`src/include/opimc_pkg.sv`:
```
// Package: constants, types and register map of the operator input mode control block
package opimc_pkg;

   // ========================================
   // Clocking and timing
   localparam int unsigned CLK_HZ           = 100_000_000;
   localparam int unsigned DEBOUNCE_MS      = 4;
   localparam int unsigned DEBOUNCE_CYCLES  = CLK_HZ / 1000 * DEBOUNCE_MS;
   localparam int unsigned NUM_AXES         = 4;
   localparam int unsigned DIN_W            = 10;

   // ========================================
   // Discrete input bit positions
   localparam int unsigned IN_PARAM   = 0;
   localparam int unsigned IN_AUTO    = 1;
   localparam int unsigned IN_ESTOP_N = 2;
   localparam int unsigned IN_START   = 3;
   localparam int unsigned IN_STOP_N  = 4;
   localparam int unsigned IN_CLEAR   = 5;
   localparam int unsigned IN_RDY0    = 6;

   // ========================================
   // Register byte offsets
   localparam logic [7:0] REG_STATUS = 8'h00;
   localparam logic [7:0] REG_FAULT  = 8'h04;
   localparam logic [7:0] REG_CTRL   = 8'h08;
   localparam logic [7:0] REG_JOGVEL = 8'h0C;
   localparam logic [7:0] REG_INPUTS = 8'h10;

   // ========================================
   // Reset values and field positions
   localparam logic [15:0] JOGVEL_RST   = 16'h0100;
   localparam int unsigned FLT_INVMODE  = 0;
   localparam int unsigned FLT_ESTOP    = 1;
   localparam int unsigned FLT_AMP      = 2;
   localparam int unsigned FLT_SOFT     = 3;
   localparam int unsigned CTRL_CLEAR   = 0;
   localparam int unsigned CTRL_SOFTFLT = 1;
   localparam logic [1:0]  RESP_OKAY    = 2'h0;
   localparam logic [1:0]  RESP_SLVERR  = 2'h2;

   typedef enum logic [1:0]
   {
      MODE_MANUAL = 2'b00,
      MODE_AUTO   = 2'b01,
      MODE_PARAM  = 2'b10
   } opimc_mode_type;

   typedef struct packed
   {
      logic       param_sel;
      logic       auto_sel;
      logic       estop_n;
      logic       cycle_start;
      logic       cycle_stop_n;
      logic       clear;
      logic [3:0] amp_ready;
   } opimc_din_type;

   typedef struct packed
   {
      logic task1_run;
      logic task2_run;
      logic task3_run;
   } opimc_task_type;

endpackage

```
`src/hw/opimc_debounce.sv`:
```
// Single-bit debouncer: new level must hold for a full count to be accepted
`timescale 1ns/1ps
module opimc_debounce
   import opimc_pkg::*;
#(
   parameter int unsigned COUNT = DEBOUNCE_CYCLES
)
(
   // Clock and reset
   input  wire logic aclk,
   input  wire logic aresetn,
   // Signal
   input  wire logic din,
   input  wire logic rst_level,
   output logic      dout
);

   localparam int unsigned CW = $clog2(COUNT + 1);

   if (COUNT < 1)
   begin
      $error("debounce count must be at least one");
   end

   logic [CW-1:0] cnt_q;

   always_ff @(posedge aclk)
   begin
      if (!aresetn)
      begin
         cnt_q <= '0;
         dout  <= rst_level;
      end
      else if (din == dout)
         cnt_q <= '0;
      else if (cnt_q == CW'(COUNT - 1))
      begin
         cnt_q <= '0;
         dout  <= din;
      end
      else
         cnt_q <= cnt_q + CW'(1);
   end

endmodule

```
`src/hw/opimc_top.sv`:
```
// Operator input mode control: mode select, stops, clear, jog gating, AXI4-Lite registers
// How it works
// - Parameter select overrides every other mode
// - Releasing parameter selects auto or manual from the auto select input
// - Manual mode is the default
// - Auto with parameter raises invalid mode error
// - Background task halts in parameter mode
// - Background task runs in manual or auto
// - Low emergency stop zeroes all drive velocities
// - Only emergency stop leaves background task running
// - Cycle start pulse starts tasks in auto
// - Cycle halts only on fault, stop, feed-hold or leaving auto mode
// - Cycle stop held high; low stops cycling
// - Cycle stop low refuses all jog motion
// - Clear rising edge clears soft/hard faults
// - Diagnostics persist until panel or external clear
// - Background task restarts once error cleared
// - Manual jog forward at velocity while held
// - Jog ignored in parameter or auto mode
`timescale 1ns/1ps
module opimc_top
   import opimc_pkg::*;
#(
   parameter int unsigned DEB_CYCLES = DEBOUNCE_CYCLES
)
(
   // Clock and reset
   input  wire logic                 aclk,
   input  wire logic                 aresetn,
   // Discrete operator inputs
   input  wire opimc_din_type        din,
   input  wire logic [NUM_AXES-1:0]  jog_fwd,
   input  wire logic                 feed_hold,
   // Motion and status outputs
   output opimc_mode_type            mode,
   output opimc_task_type            tasks,
   output logic [NUM_AXES-1:0]       axis_enable,
   output logic [NUM_AXES*16-1:0]    axis_velocity,
   output logic                      zero_velocity,
   // AXI4-Lite write channels
   input  wire logic [7:0]           s_axi_awaddr,
   input  wire logic                 s_axi_awvalid,
   output logic                      s_axi_awready,
   input  wire logic [31:0]          s_axi_wdata,
   input  wire logic [3:0]           s_axi_wstrb,
   input  wire logic                 s_axi_wvalid,
   output logic                      s_axi_wready,
   output logic [1:0]                s_axi_bresp,
   output logic                      s_axi_bvalid,
   input  wire logic                 s_axi_bready,
   // AXI4-Lite read channels
   input  wire logic [7:0]           s_axi_araddr,
   input  wire logic                 s_axi_arvalid,
   output logic                      s_axi_arready,
   output logic [31:0]               s_axi_rdata,
   output logic [1:0]                s_axi_rresp,
   output logic                      s_axi_rvalid,
   input  wire logic                 s_axi_rready
);

   if (DEB_CYCLES < 1)
   begin
      $error("DEB_CYCLES must be at least one");
   end

   // ========================================
   // Input synchronisers and debouncers
   logic [DIN_W+NUM_AXES-1:0] raw;
   logic [DIN_W+NUM_AXES-1:0] s1_q;
   logic [DIN_W+NUM_AXES-1:0] s2_q;
   logic [DIN_W+NUM_AXES-1:0] deb;

   assign raw  = {jog_fwd, din.amp_ready, din.clear, din.cycle_stop_n, din.cycle_start,
                  din.estop_n, din.auto_sel, din.param_sel};

   always_ff @(posedge aclk)
   begin
      if (!aresetn)
      begin
         s1_q <= '0;
         s2_q <= '0;
      end
      else
      begin
         s1_q <= raw;
         s2_q <= s1_q;
      end
   end

   // Every input restarts low, so both stops read as active until seen high
   genvar gi;
   generate
      for (gi = 0; gi < DIN_W + NUM_AXES; gi++)
      begin : g_deb
         opimc_debounce #(.COUNT(DEB_CYCLES)) u_deb
         (
            .aclk      (aclk),
            .aresetn   (aresetn),
            .din       (s2_q[gi]),
            .rst_level (1'b0),
            .dout      (deb[gi])
         );
      end
   endgenerate

   logic                param_in;
   logic                auto_in;
   logic                estop_ok;
   logic                stop_ok;
   logic [NUM_AXES-1:0] amp_rdy;
   logic [NUM_AXES-1:0] jog_in;
   logic                start_q;
   logic                clear_q;
   logic                start_rise;
   logic                clear_rise;

   assign param_in = deb[IN_PARAM];
   assign auto_in  = deb[IN_AUTO];
   // Debouncer resets low; treat estop/stop as safe-low until first stable high
   assign estop_ok = deb[IN_ESTOP_N];
   assign stop_ok  = deb[IN_STOP_N];
   assign amp_rdy  = deb[IN_RDY0 +: NUM_AXES];
   assign jog_in   = deb[DIN_W +: NUM_AXES];

   always_ff @(posedge aclk)
   begin
      if (!aresetn)
      begin
         start_q <= 1'b0;
         clear_q <= 1'b0;
      end
      else
      begin
         start_q <= deb[IN_START];
         clear_q <= deb[IN_CLEAR];
      end
   end

   assign start_rise = deb[IN_START] & ~start_q;
   assign clear_rise = deb[IN_CLEAR] & ~clear_q;

   // ========================================
   // Registers written by software
   logic [15:0] jogvel_q;
   logic        sw_clear;
   logic        sw_softflt;

   // ========================================
   // Mode selection
   opimc_mode_type mode_d;

   always_comb
   begin
      if (param_in)
         mode_d = MODE_PARAM;
      else if (auto_in)
         mode_d = MODE_AUTO;
      else
         mode_d = MODE_MANUAL;
   end

   always_ff @(posedge aclk)
   begin
      if (!aresetn)
         mode <= MODE_MANUAL;
      else
         mode <= mode_d;
   end

   // ========================================
   // Sticky diagnostics; a new event wins over a clear in the same cycle
   logic [3:0] flt_q;
   logic [3:0] flt_set;
   logic       any_clear;
   logic       other_err;

   assign any_clear = clear_rise | sw_clear;
   assign flt_set[FLT_INVMODE] = param_in & auto_in;
   assign flt_set[FLT_ESTOP]   = ~estop_ok;
   assign flt_set[FLT_AMP]     = ~&amp_rdy;
   assign flt_set[FLT_SOFT]    = sw_softflt;

   always_ff @(posedge aclk)
   begin
      if (!aresetn)
         flt_q <= '0;
      else if (any_clear)
         flt_q <= flt_set;
      else
         flt_q <= flt_q | flt_set;
   end

   assign other_err = flt_q[FLT_INVMODE] | flt_q[FLT_AMP] | flt_q[FLT_SOFT];

   // ========================================
   // Program tasks
   logic cycle_q;

   always_ff @(posedge aclk)
   begin
      if (!aresetn)
         cycle_q <= 1'b0;
      else if (mode != MODE_AUTO || !estop_ok || !stop_ok || other_err
               || flt_q[FLT_ESTOP])
         cycle_q <= 1'b0;
      else if (start_rise)
         cycle_q <= 1'b1;
   end

   // Feed hold suspends the cycle's motion without ending it
   assign tasks.task1_run = cycle_q & ~feed_hold;
   assign tasks.task2_run = cycle_q & ~feed_hold;
   assign tasks.task3_run = (mode != MODE_PARAM) & ~other_err;

   // ========================================
   // Axis motion
   logic jog_allowed;

   assign jog_allowed   = (mode == MODE_MANUAL) & stop_ok & estop_ok;
   assign zero_velocity = ~estop_ok;

   always_ff @(posedge aclk)
   begin
      if (!aresetn)
      begin
         axis_enable   <= '0;
         axis_velocity <= '0;
      end
      else
      begin
         for (int i = 0; i < NUM_AXES; i++)
         begin
            axis_enable[i] <= amp_rdy[i] & estop_ok;
            if (jog_allowed && jog_in[i] && amp_rdy[i])
               axis_velocity[i*16 +: 16] <= jogvel_q;
            else
               axis_velocity[i*16 +: 16] <= 16'h0000;
         end
      end
   end

   // ========================================
   // AXI4-Lite slave: single outstanding write and read
   logic       aw_ok;
   logic       w_ok;
   logic [7:0] awaddr_q;
   logic [31:0] wdata_q;
   logic [3:0] wstrb_q;
   logic       do_write;

   assign s_axi_awready = ~aw_ok & ~s_axi_bvalid;
   assign s_axi_wready  = ~w_ok & ~s_axi_bvalid;
   assign do_write      = aw_ok & w_ok & ~s_axi_bvalid;

   always_ff @(posedge aclk)
   begin
      if (!aresetn)
      begin
         aw_ok    <= 1'b0;
         w_ok     <= 1'b0;
         awaddr_q <= 8'h00;
         wdata_q  <= 32'h0000_0000;
         wstrb_q  <= 4'h0;
      end
      else
      begin
         if (s_axi_awvalid && s_axi_awready)
         begin
            aw_ok    <= 1'b1;
            awaddr_q <= s_axi_awaddr;
         end
         if (s_axi_wvalid && s_axi_wready)
         begin
            w_ok    <= 1'b1;
            wdata_q <= s_axi_wdata;
            wstrb_q <= s_axi_wstrb;
         end
         if (do_write)
         begin
            aw_ok <= 1'b0;
            w_ok  <= 1'b0;
         end
      end
   end

   always_ff @(posedge aclk)
   begin
      if (!aresetn)
      begin
         s_axi_bvalid <= 1'b0;
         s_axi_bresp  <= RESP_OKAY;
         jogvel_q     <= JOGVEL_RST;
         sw_clear     <= 1'b0;
         sw_softflt   <= 1'b0;
      end
      else
      begin
         sw_clear   <= 1'b0;
         sw_softflt <= 1'b0;
         if (s_axi_bvalid && s_axi_bready)
            s_axi_bvalid <= 1'b0;
         if (do_write)
         begin
            s_axi_bvalid <= 1'b1;
            s_axi_bresp  <= RESP_OKAY;
            if (awaddr_q == REG_CTRL)
            begin
               sw_clear   <= wdata_q[CTRL_CLEAR];
               sw_softflt <= wdata_q[CTRL_SOFTFLT];
            end
            else if (awaddr_q == REG_JOGVEL)
            begin
               // Strobes are honoured per byte lane
               if (wstrb_q[0])
                  jogvel_q[7:0] <= wdata_q[7:0];
               if (wstrb_q[1])
                  jogvel_q[15:8] <= wdata_q[15:8];
            end
            else if (awaddr_q == REG_STATUS || awaddr_q == REG_FAULT
                     || awaddr_q == REG_INPUTS)
               s_axi_bresp <= RESP_OKAY;
            else
               s_axi_bresp <= RESP_SLVERR;
         end
      end
   end

   assign s_axi_arready = ~s_axi_rvalid;

   always_ff @(posedge aclk)
   begin
      if (!aresetn)
      begin
         s_axi_rvalid <= 1'b0;
         s_axi_rdata  <= 32'h0000_0000;
         s_axi_rresp  <= RESP_OKAY;
      end
      else if (s_axi_arvalid && s_axi_arready)
      begin
         s_axi_rvalid <= 1'b1;
         s_axi_rresp  <= RESP_OKAY;
         if (s_axi_araddr == REG_STATUS)
            s_axi_rdata <= {24'h000000, cycle_q, tasks.task3_run, zero_velocity,
                            stop_ok, estop_ok, 1'b0, mode};
         else if (s_axi_araddr == REG_FAULT)
            s_axi_rdata <= {28'h0000000, flt_q};
         else if (s_axi_araddr == REG_CTRL)
            s_axi_rdata <= 32'h0000_0000;
         else if (s_axi_araddr == REG_JOGVEL)
            s_axi_rdata <= {16'h0000, jogvel_q};
         else if (s_axi_araddr == REG_INPUTS)
            s_axi_rdata <= {18'h00000, deb};
         else
         begin
            s_axi_rdata <= 32'h0000_0000;
            s_axi_rresp <= RESP_SLVERR;
         end
      end
      else if (s_axi_rready)
         s_axi_rvalid <= 1'b0;
   end
endmodule

```
`config.mk`:
```
export PLATFORM = sky130hd
export DESIGN_NAME = opimc_top
export DESIGN_NICKNAME = d
export VERILOG_FILES = /design/src/include/opimc_pkg.sv /design/src/hw/opimc_debounce.sv /design/src/hw/opimc_top.sv
export SDC_FILE = /design/constraint.sdc
export NUM_CORES = 1
export LEC_CHECK = 0
export BUFFER_PORTS_ARGS = -buffer_cell sky130_fd_sc_hd__buf_2
export CAP_MARGIN = 25
export CELL_PAD_IN_SITES_DETAIL_PLACEMENT = 0
export CELL_PAD_IN_SITES_GLOBAL_PLACEMENT = 1
export CORE_MARGIN = 4
export CORE_UTILIZATION = 30
export DETAILED_ROUTE_END_ITERATION = 8
export PLACE_DENSITY_LB_ADDON = 0.12
export SYNTH_ARGS = -nofsm -noshare
export SYNTH_HDL_FRONTEND = slang
export SYNTH_SLANG_ARGS = --single-unit
export TNS_END_PERCENT = 20
```
`constraint.sdc`:
```
create_clock -name aclk -period 2.3 [get_ports aclk]
set_input_delay 0.115 -clock aclk [delete_from_list [all_inputs] [get_ports aclk]]
set_output_delay 0.115 -clock aclk [all_outputs]
set_load 0.05 [all_outputs]
```
Word level (Yosys, flattened, before mapping)
Index checks and enable logic that the tools add are counted.

Output and inout bits: 115. Input port bits: 74. Word-level logic and storage cells: 236. Register bits: 469.

Equality and inequality tests: 38. Bitwise logic cells: 44. $add $sub $neg: 14. Reduce and logical (&&, ||, !) cells: 65. Multiplexer cells: 20.

Operators by type and width (count): 19-bit by 1-bit adder with 19-bit output (second input constant) (14); 19-bit == test (second input constant) (14); 16-bit two-way mux (4); 3-bit OR reduction (14); 2-bit AND reduction (18); 8-bit by 4-bit == test with 1-bit output (second input constant) (4); 1-bit inverter (25); 2-bit two-way mux (9); 8-bit by 3-bit == test with 1-bit output (second input constant) (2); 8-bit by 5-bit == test with 1-bit output (second input constant) (2); 8-bit zero test (2); 1-bit AND (15); 1-bit == test (14); 14-bit two-way mux (1); 1-bit logical AND (12); 4-bit AND reduction (3); 1-bit logical OR (6); 2-bit OR reduction (3); 1-bit two-way mux (5); 4-bit two-way mux (1); 4-bit bitwise OR (1); 2-bit nonzero test (2); 1-bit zero test (3); 1-bit bitwise OR (3); other kinds (4) (4).

Depth between registers and ports, before layout
Depth after elaboration: 6. Gate-level depth with buffers: 7. Mapped depth without buffers: 5.

Hierarchy
Synthesis repeated with hierarchy kept, for this count alone.

Cells, all modules: 2017. Area, all modules: 18855.6 um^2.

Modules (own cells, without submodules): opimc_debounce at g_deb[0].u_deb ... (area an instance 932.1 um^2, times used 13, cells each 104, seq. area each 410.4 um^2); opimc_top (area an instance 5831.8 um^2, times used 1, cells each 567, seq. area each 3423.3 um^2); opimc_debounce at g_deb[9].u_deb (area an instance 905.9 um^2, times used 1, cells each 98, seq. area each 410.4 um^2).

Worst setup path after synthesis
No wires, ideal clock.

Path kind: reg-to-reg. From: register s_axi_bvalid. To: register wdata_q[10]. Clock period less this slack: 2.298 ns. Stages on the path, launching flop included: 7. Path slack: 0.002 ns. Arrival time: 2.228 ns. Required time: 2.230 ns. Buffers on the path: 2. Setup time: 0.070 ns. Path through: dfxtp_1 > nor2_1 > and2_1 > clkbuf_1 > clkbuf_1 > nand2_1 > a21oi_1.

Longest elaborated chain between the ends: 3.

Ends and longest elaborated chain: start, declared (RTL line opimc_top.sv:49) `output logic s_axi_bvalid,`; start signal, assigned (RTL line opimc_top.sv:290) `s_axi_bvalid <= 1'b0;`; start signal, assigned (RTL line opimc_top.sv:301) `s_axi_bvalid <= 1'b0;`; start signal, assigned (RTL line opimc_top.sv:304) `s_axi_bvalid <= 1'b1;`; 1-bit inverter (RTL line opimc_top.sv:252) `assign s_axi_wready = ~w_ok & ~s_axi_bvalid;`; 1-bit AND (RTL line opimc_top.sv:252); named net s_axi_wready (RTL line opimc_top.sv:47) `output logic s_axi_wready,`; 1-bit logical AND (RTL line opimc_top.sv:272) `if (s_axi_wvalid && s_axi_wready)`; end signal, assigned (RTL line opimc_top.sv:275) `wdata_q <= s_axi_wdata;`; end, declared (RTL line opimc_top.sv:247) `logic [31:0] wdata_q;`.

The timed path passes the listed nets, and every way through them passes these cells. A chain may end at the register's enable or synchronous reset.

==> qor.csv <==
stage,metric,value,unit
clock_tree,clk slew on worst S/H paths,0.05,ns
floorplanning,IO Count,189,
floorplanning,Row Count,90,
floorplanning,Placeable Area,0.0605,mm2
finish,number of nets in the final layout,2389,
synth,Unique masters post-synth,60,
hold_path,type of the worst min-delay path,in2reg,
setup_path,critical path class,reg2out,
power_and_ir_drop,Sw Share,0.217,
global_route,largest net degree at the start of global routing,63,
setup_path,CP arrival,2.01,ns
global_route,grt ovf,0,
synth,yosys warns,0,
timing,final total negative setup slack,0,ns
global_route,initial antenna violation count,8,
drt,vias per cell,4.70,
hold_path,hold depth,4,
setup_path,Worst Path Max Fanout,3,
power_and_ir_drop,Peak VDD IR,0.481,mV
placed_design,gp weighted congestion,0.754,
setup_path,reg2reg path depth,5,
clock_tree,CTS Sinks,451,
clock_tree,htree depth,2,
power_and_ir_drop,clock share of power,0.504,
floorplanning,Die Area,0.0652,mm2
placed_design,port bufs,152,
run_status,status,"complete, no violations",
synth,async set-or-reset flop fraction in the synthesized netlist,0,
power_and_ir_drop,NetSw,3.72,mW
power_and_ir_drop,power share of the sequential group,0.464,
drt,DRC,0,
synth,post-synthesis register bit count,451,
floorplanning,Die X-Extent,255,um
synth,Synth Cell Area,0.0183,mm2
timing,Final Slew Violations,0,
placed_design,dpl ws,0.247,ns
power_and_ir_drop,Int Power,13.4,mW
synth,cells after synthesis,2041,
synth,syn_area_per_cell,8.99,um2
global_route,first-pass GRT wire length,75.6,mm
clock_tree,CTS tree,done,
finish,"commonest cells after routing, fill and taps aside","451 x dfxtp_1, 292 x nor2_1, 160 x nand2_1",
finish,layout cells sized above 1,0.133,
synth,register area share after synthesis,0.492,
timing,RSZ-0062 raised after global routing,no,
placed_design,HPWL Detailed,34.3,mm
clock_tree,"Clk Latency, worst-skew pair",0.59,ns
timing,final period utilization,0.923,
clock_tree,Clock Path Buffers,3,
timing,final setup violation count,0,
clock_tree,Root Buffer,clkbuf_16,
power_and_ir_drop,final total power,17.1,mW
timing,Tmin final,2.12,ns
timing,Final Worst Setup Slack,0.177,ns
floorplanning,Die Ht,255,um
job,Max Cap Violations,0,
setup_path,Setup crit start kind,flip-flop,
finish,Area growth syn-to-layout,23.1,%
floorplanning,Initial Utilization,0.303,
synth,Most used DFF post-synth,dfxtp_1,
timing,Fmax achieved,471,MHz
setup_path,Worst Path Required,2.18,ns
drt,WL final,47.9,mm
clock_tree,cts bufs inserted,53,
setup_path,Crit. End Element,output port,
clock_tree,setup repair bufs after CTS,0,
drt,Iter 0 DRT Violations,633,
finish,Layout fillers,6211,
global_route,All-Layer GR Usage,0.143,
global_route,vias in the first global route,14051,
timing,final hold vios,0,
timing,Fin Clk Skew,0.0262,ns
timing,relative slew slack,0.526,
finish,"most common cell after layout, fill and taps aside",dfxtp_1,
power_and_ir_drop,Pleak,7.76,nW
power_and_ir_drop,Logic pwr share,0.033,
synth,Post-synth EDFFs,0,
drt,Final ANT Viol Nets,0,
drt,drt wl/cell,15.3,um
power_and_ir_drop,power density cells,758,mW/mm2
drt,DRT Pass-1 Iters,5,
drt,Via Count,14692,
timing,Worst-Margin Slew,0.709,ns
[path summary, 6_finish.rpt]
kind / from / end / slack (ns)
setup / recovery: flt_q[2]$_SDFF_PN0_ / tasks[0] / 0.18
hold / removal: s_axi_araddr[6] / s_axi_rresp[1]$_SDFFE_PN0P_ / 0.04
hold reg to reg: s1_q[8]$_SDFF_PN0_ / s2_q[8]$_SDFF_PN0_ / 0.43
setup reg to reg: g_deb[10].u_deb.cnt_q[0]$_SDFF_PP0_ / g_deb[10].u_deb.cnt_q[18]$_SDFF_PP0_ / 0.29
[power by group through the flow]
stage	Sequential, mW	Clock (mW)	Combinational [mW]
6_report	7.94	8.62	0.557
5_1_grt	7.94	9.29	0.611
4_1_cts	7.93	8.97	0.564
3_5_place_dp	8.11	0	0.490
3_3_place_gp	8.10	0	0.486
2_1_floorplan	8.11	0	0.330
[synthesized netlist by cell type (3+ instances only)]
master | count | share of area
a21oi_1 | 78 | 0.021
and2_1 | 112 | 0.038
a31oi_1 | 3 | 0.0010
o21ai_0 | 29 | 0.0079
a41o_1 | 3 | 0.0016
or2_2 | 8 | 0.0027
xor2_1 | 63 | 0.030
mux2i_1 | 35 | 0.019
a32o_1 | 4 | 0.0022
ha_1 | 14 | 0.0095
or3_1 | 31 | 0.011
buf_2 | 4 | 0.0011
nor3_1 | 58 | 0.016
clkbuf_1 | 51 | 0.010
nor2b_1 | 8 | 0.0027
o21ai_1 | 5 | 0.0014
nor4_1 | 71 | 0.024
and3_1 | 29 | 0.0099
nand3_1 | 92 | 0.025
nand2_1 | 160 | 0.033
nor2_1 | 292 | 0.060
nor4b_1 | 10 | 0.0048
buf_4 | 20 | 0.0082
nor4bb_1 | 14 | 0.0076
nand2b_1 | 6 | 0.0020
and4_1 | 16 | 0.0076
xnor2_1 | 150 | 0.072
or4_1 | 17 | 0.0070
o31ai_1 | 7 | 0.0029
a22o_1 | 14 | 0.0067
nand4_1 | 85 | 0.029
dfxtp_1 | 451 | 0.49
nand4b_1 | 5 | 0.0024
inv_1 | 61 | 0.012
[area by class of cell]
type	count	area, um2	area share
tap	782	978	0.0433
clock inverter	21	294	0.0130
inverter	62	233	0.0103
clock buffer	76	1500	0.0665
timing repair buffer	263	1750	0.0777
antenna	2	5.00	0.000222
sequential	451	9030	0.400
multi-input combinational	1470	8790	0.389
[sequential cells by signal (all words and copies together), names as in the netlist, 2 cells and up]
signal             flops
axis_enable            4
wstrb_q                2
awaddr_q               8
wdata_q               16
mode                   2
flt_q                  4
s_axi_rdata           16
s1_q                  14
jogvel_q              16
s2_q                  14
g_deb.u_deb.cnt_q    266
g_deb.u_deb.dout      14
axis_velocity         64
[layer usage]
| metal | up-vias | global-route usage | part of all wire |
|---|---|---|---|
| met4 | 2 | 0.0407 | 0.021 |
| li1 | 7566 | - | - |
| met5 | - | 0 | 0.00027 |
| met3 | 72 | 0.0351 | 0.055 |
| met2 | 211 | 0.229 | 0.45 |
| met1 | 6841 | 0.192 | 0.47 |
[timing repair]
item                                    in CTS  in global routing
hold buffers                                53                  0
endpoints found under the hold margin       53                  0
endpoints found under the setup margin       1                  0
gates resized for setup                      1                  0
[metrics by stage]
stage               hold slack (ns)  cell area (um2)  utilization  instances
global route                 0.0518            22600        0.373       3125
global placement              0.325            20200        0.335       2975
detailed placement            0.328            20200        0.335       2975
floorplan                     0.242            18400            -       2058
finish                       0.0413            22600        0.373       3127
CTS                         0.00994            22600        0.373       3125
[critical path, cell delays in order (launching register included)]
cell	delay, ns
dfxtp_1	0.33
or3_1	0.43
a21oi_2	0.32
buf_2	0.34
[kinds of logic (layout without fill, tap and decap cells)]
group | after synthesis | after routing | synth area share
simple gates | 1028 | 1028 | 0.291
compound gates | 161 | 161 | 0.0536
flops | 451 | 451 | 0.492
xor+xnor | 213 | 213 | 0.102
mux | 36 | 36 | 0.0197
buf+inv | 137 | 422 | 0.0324
fa+ha+maj | 14 | 14 | 0.00955
other cells | 1 | 20 | 0.000204
(Power assumes the default switching activity.)
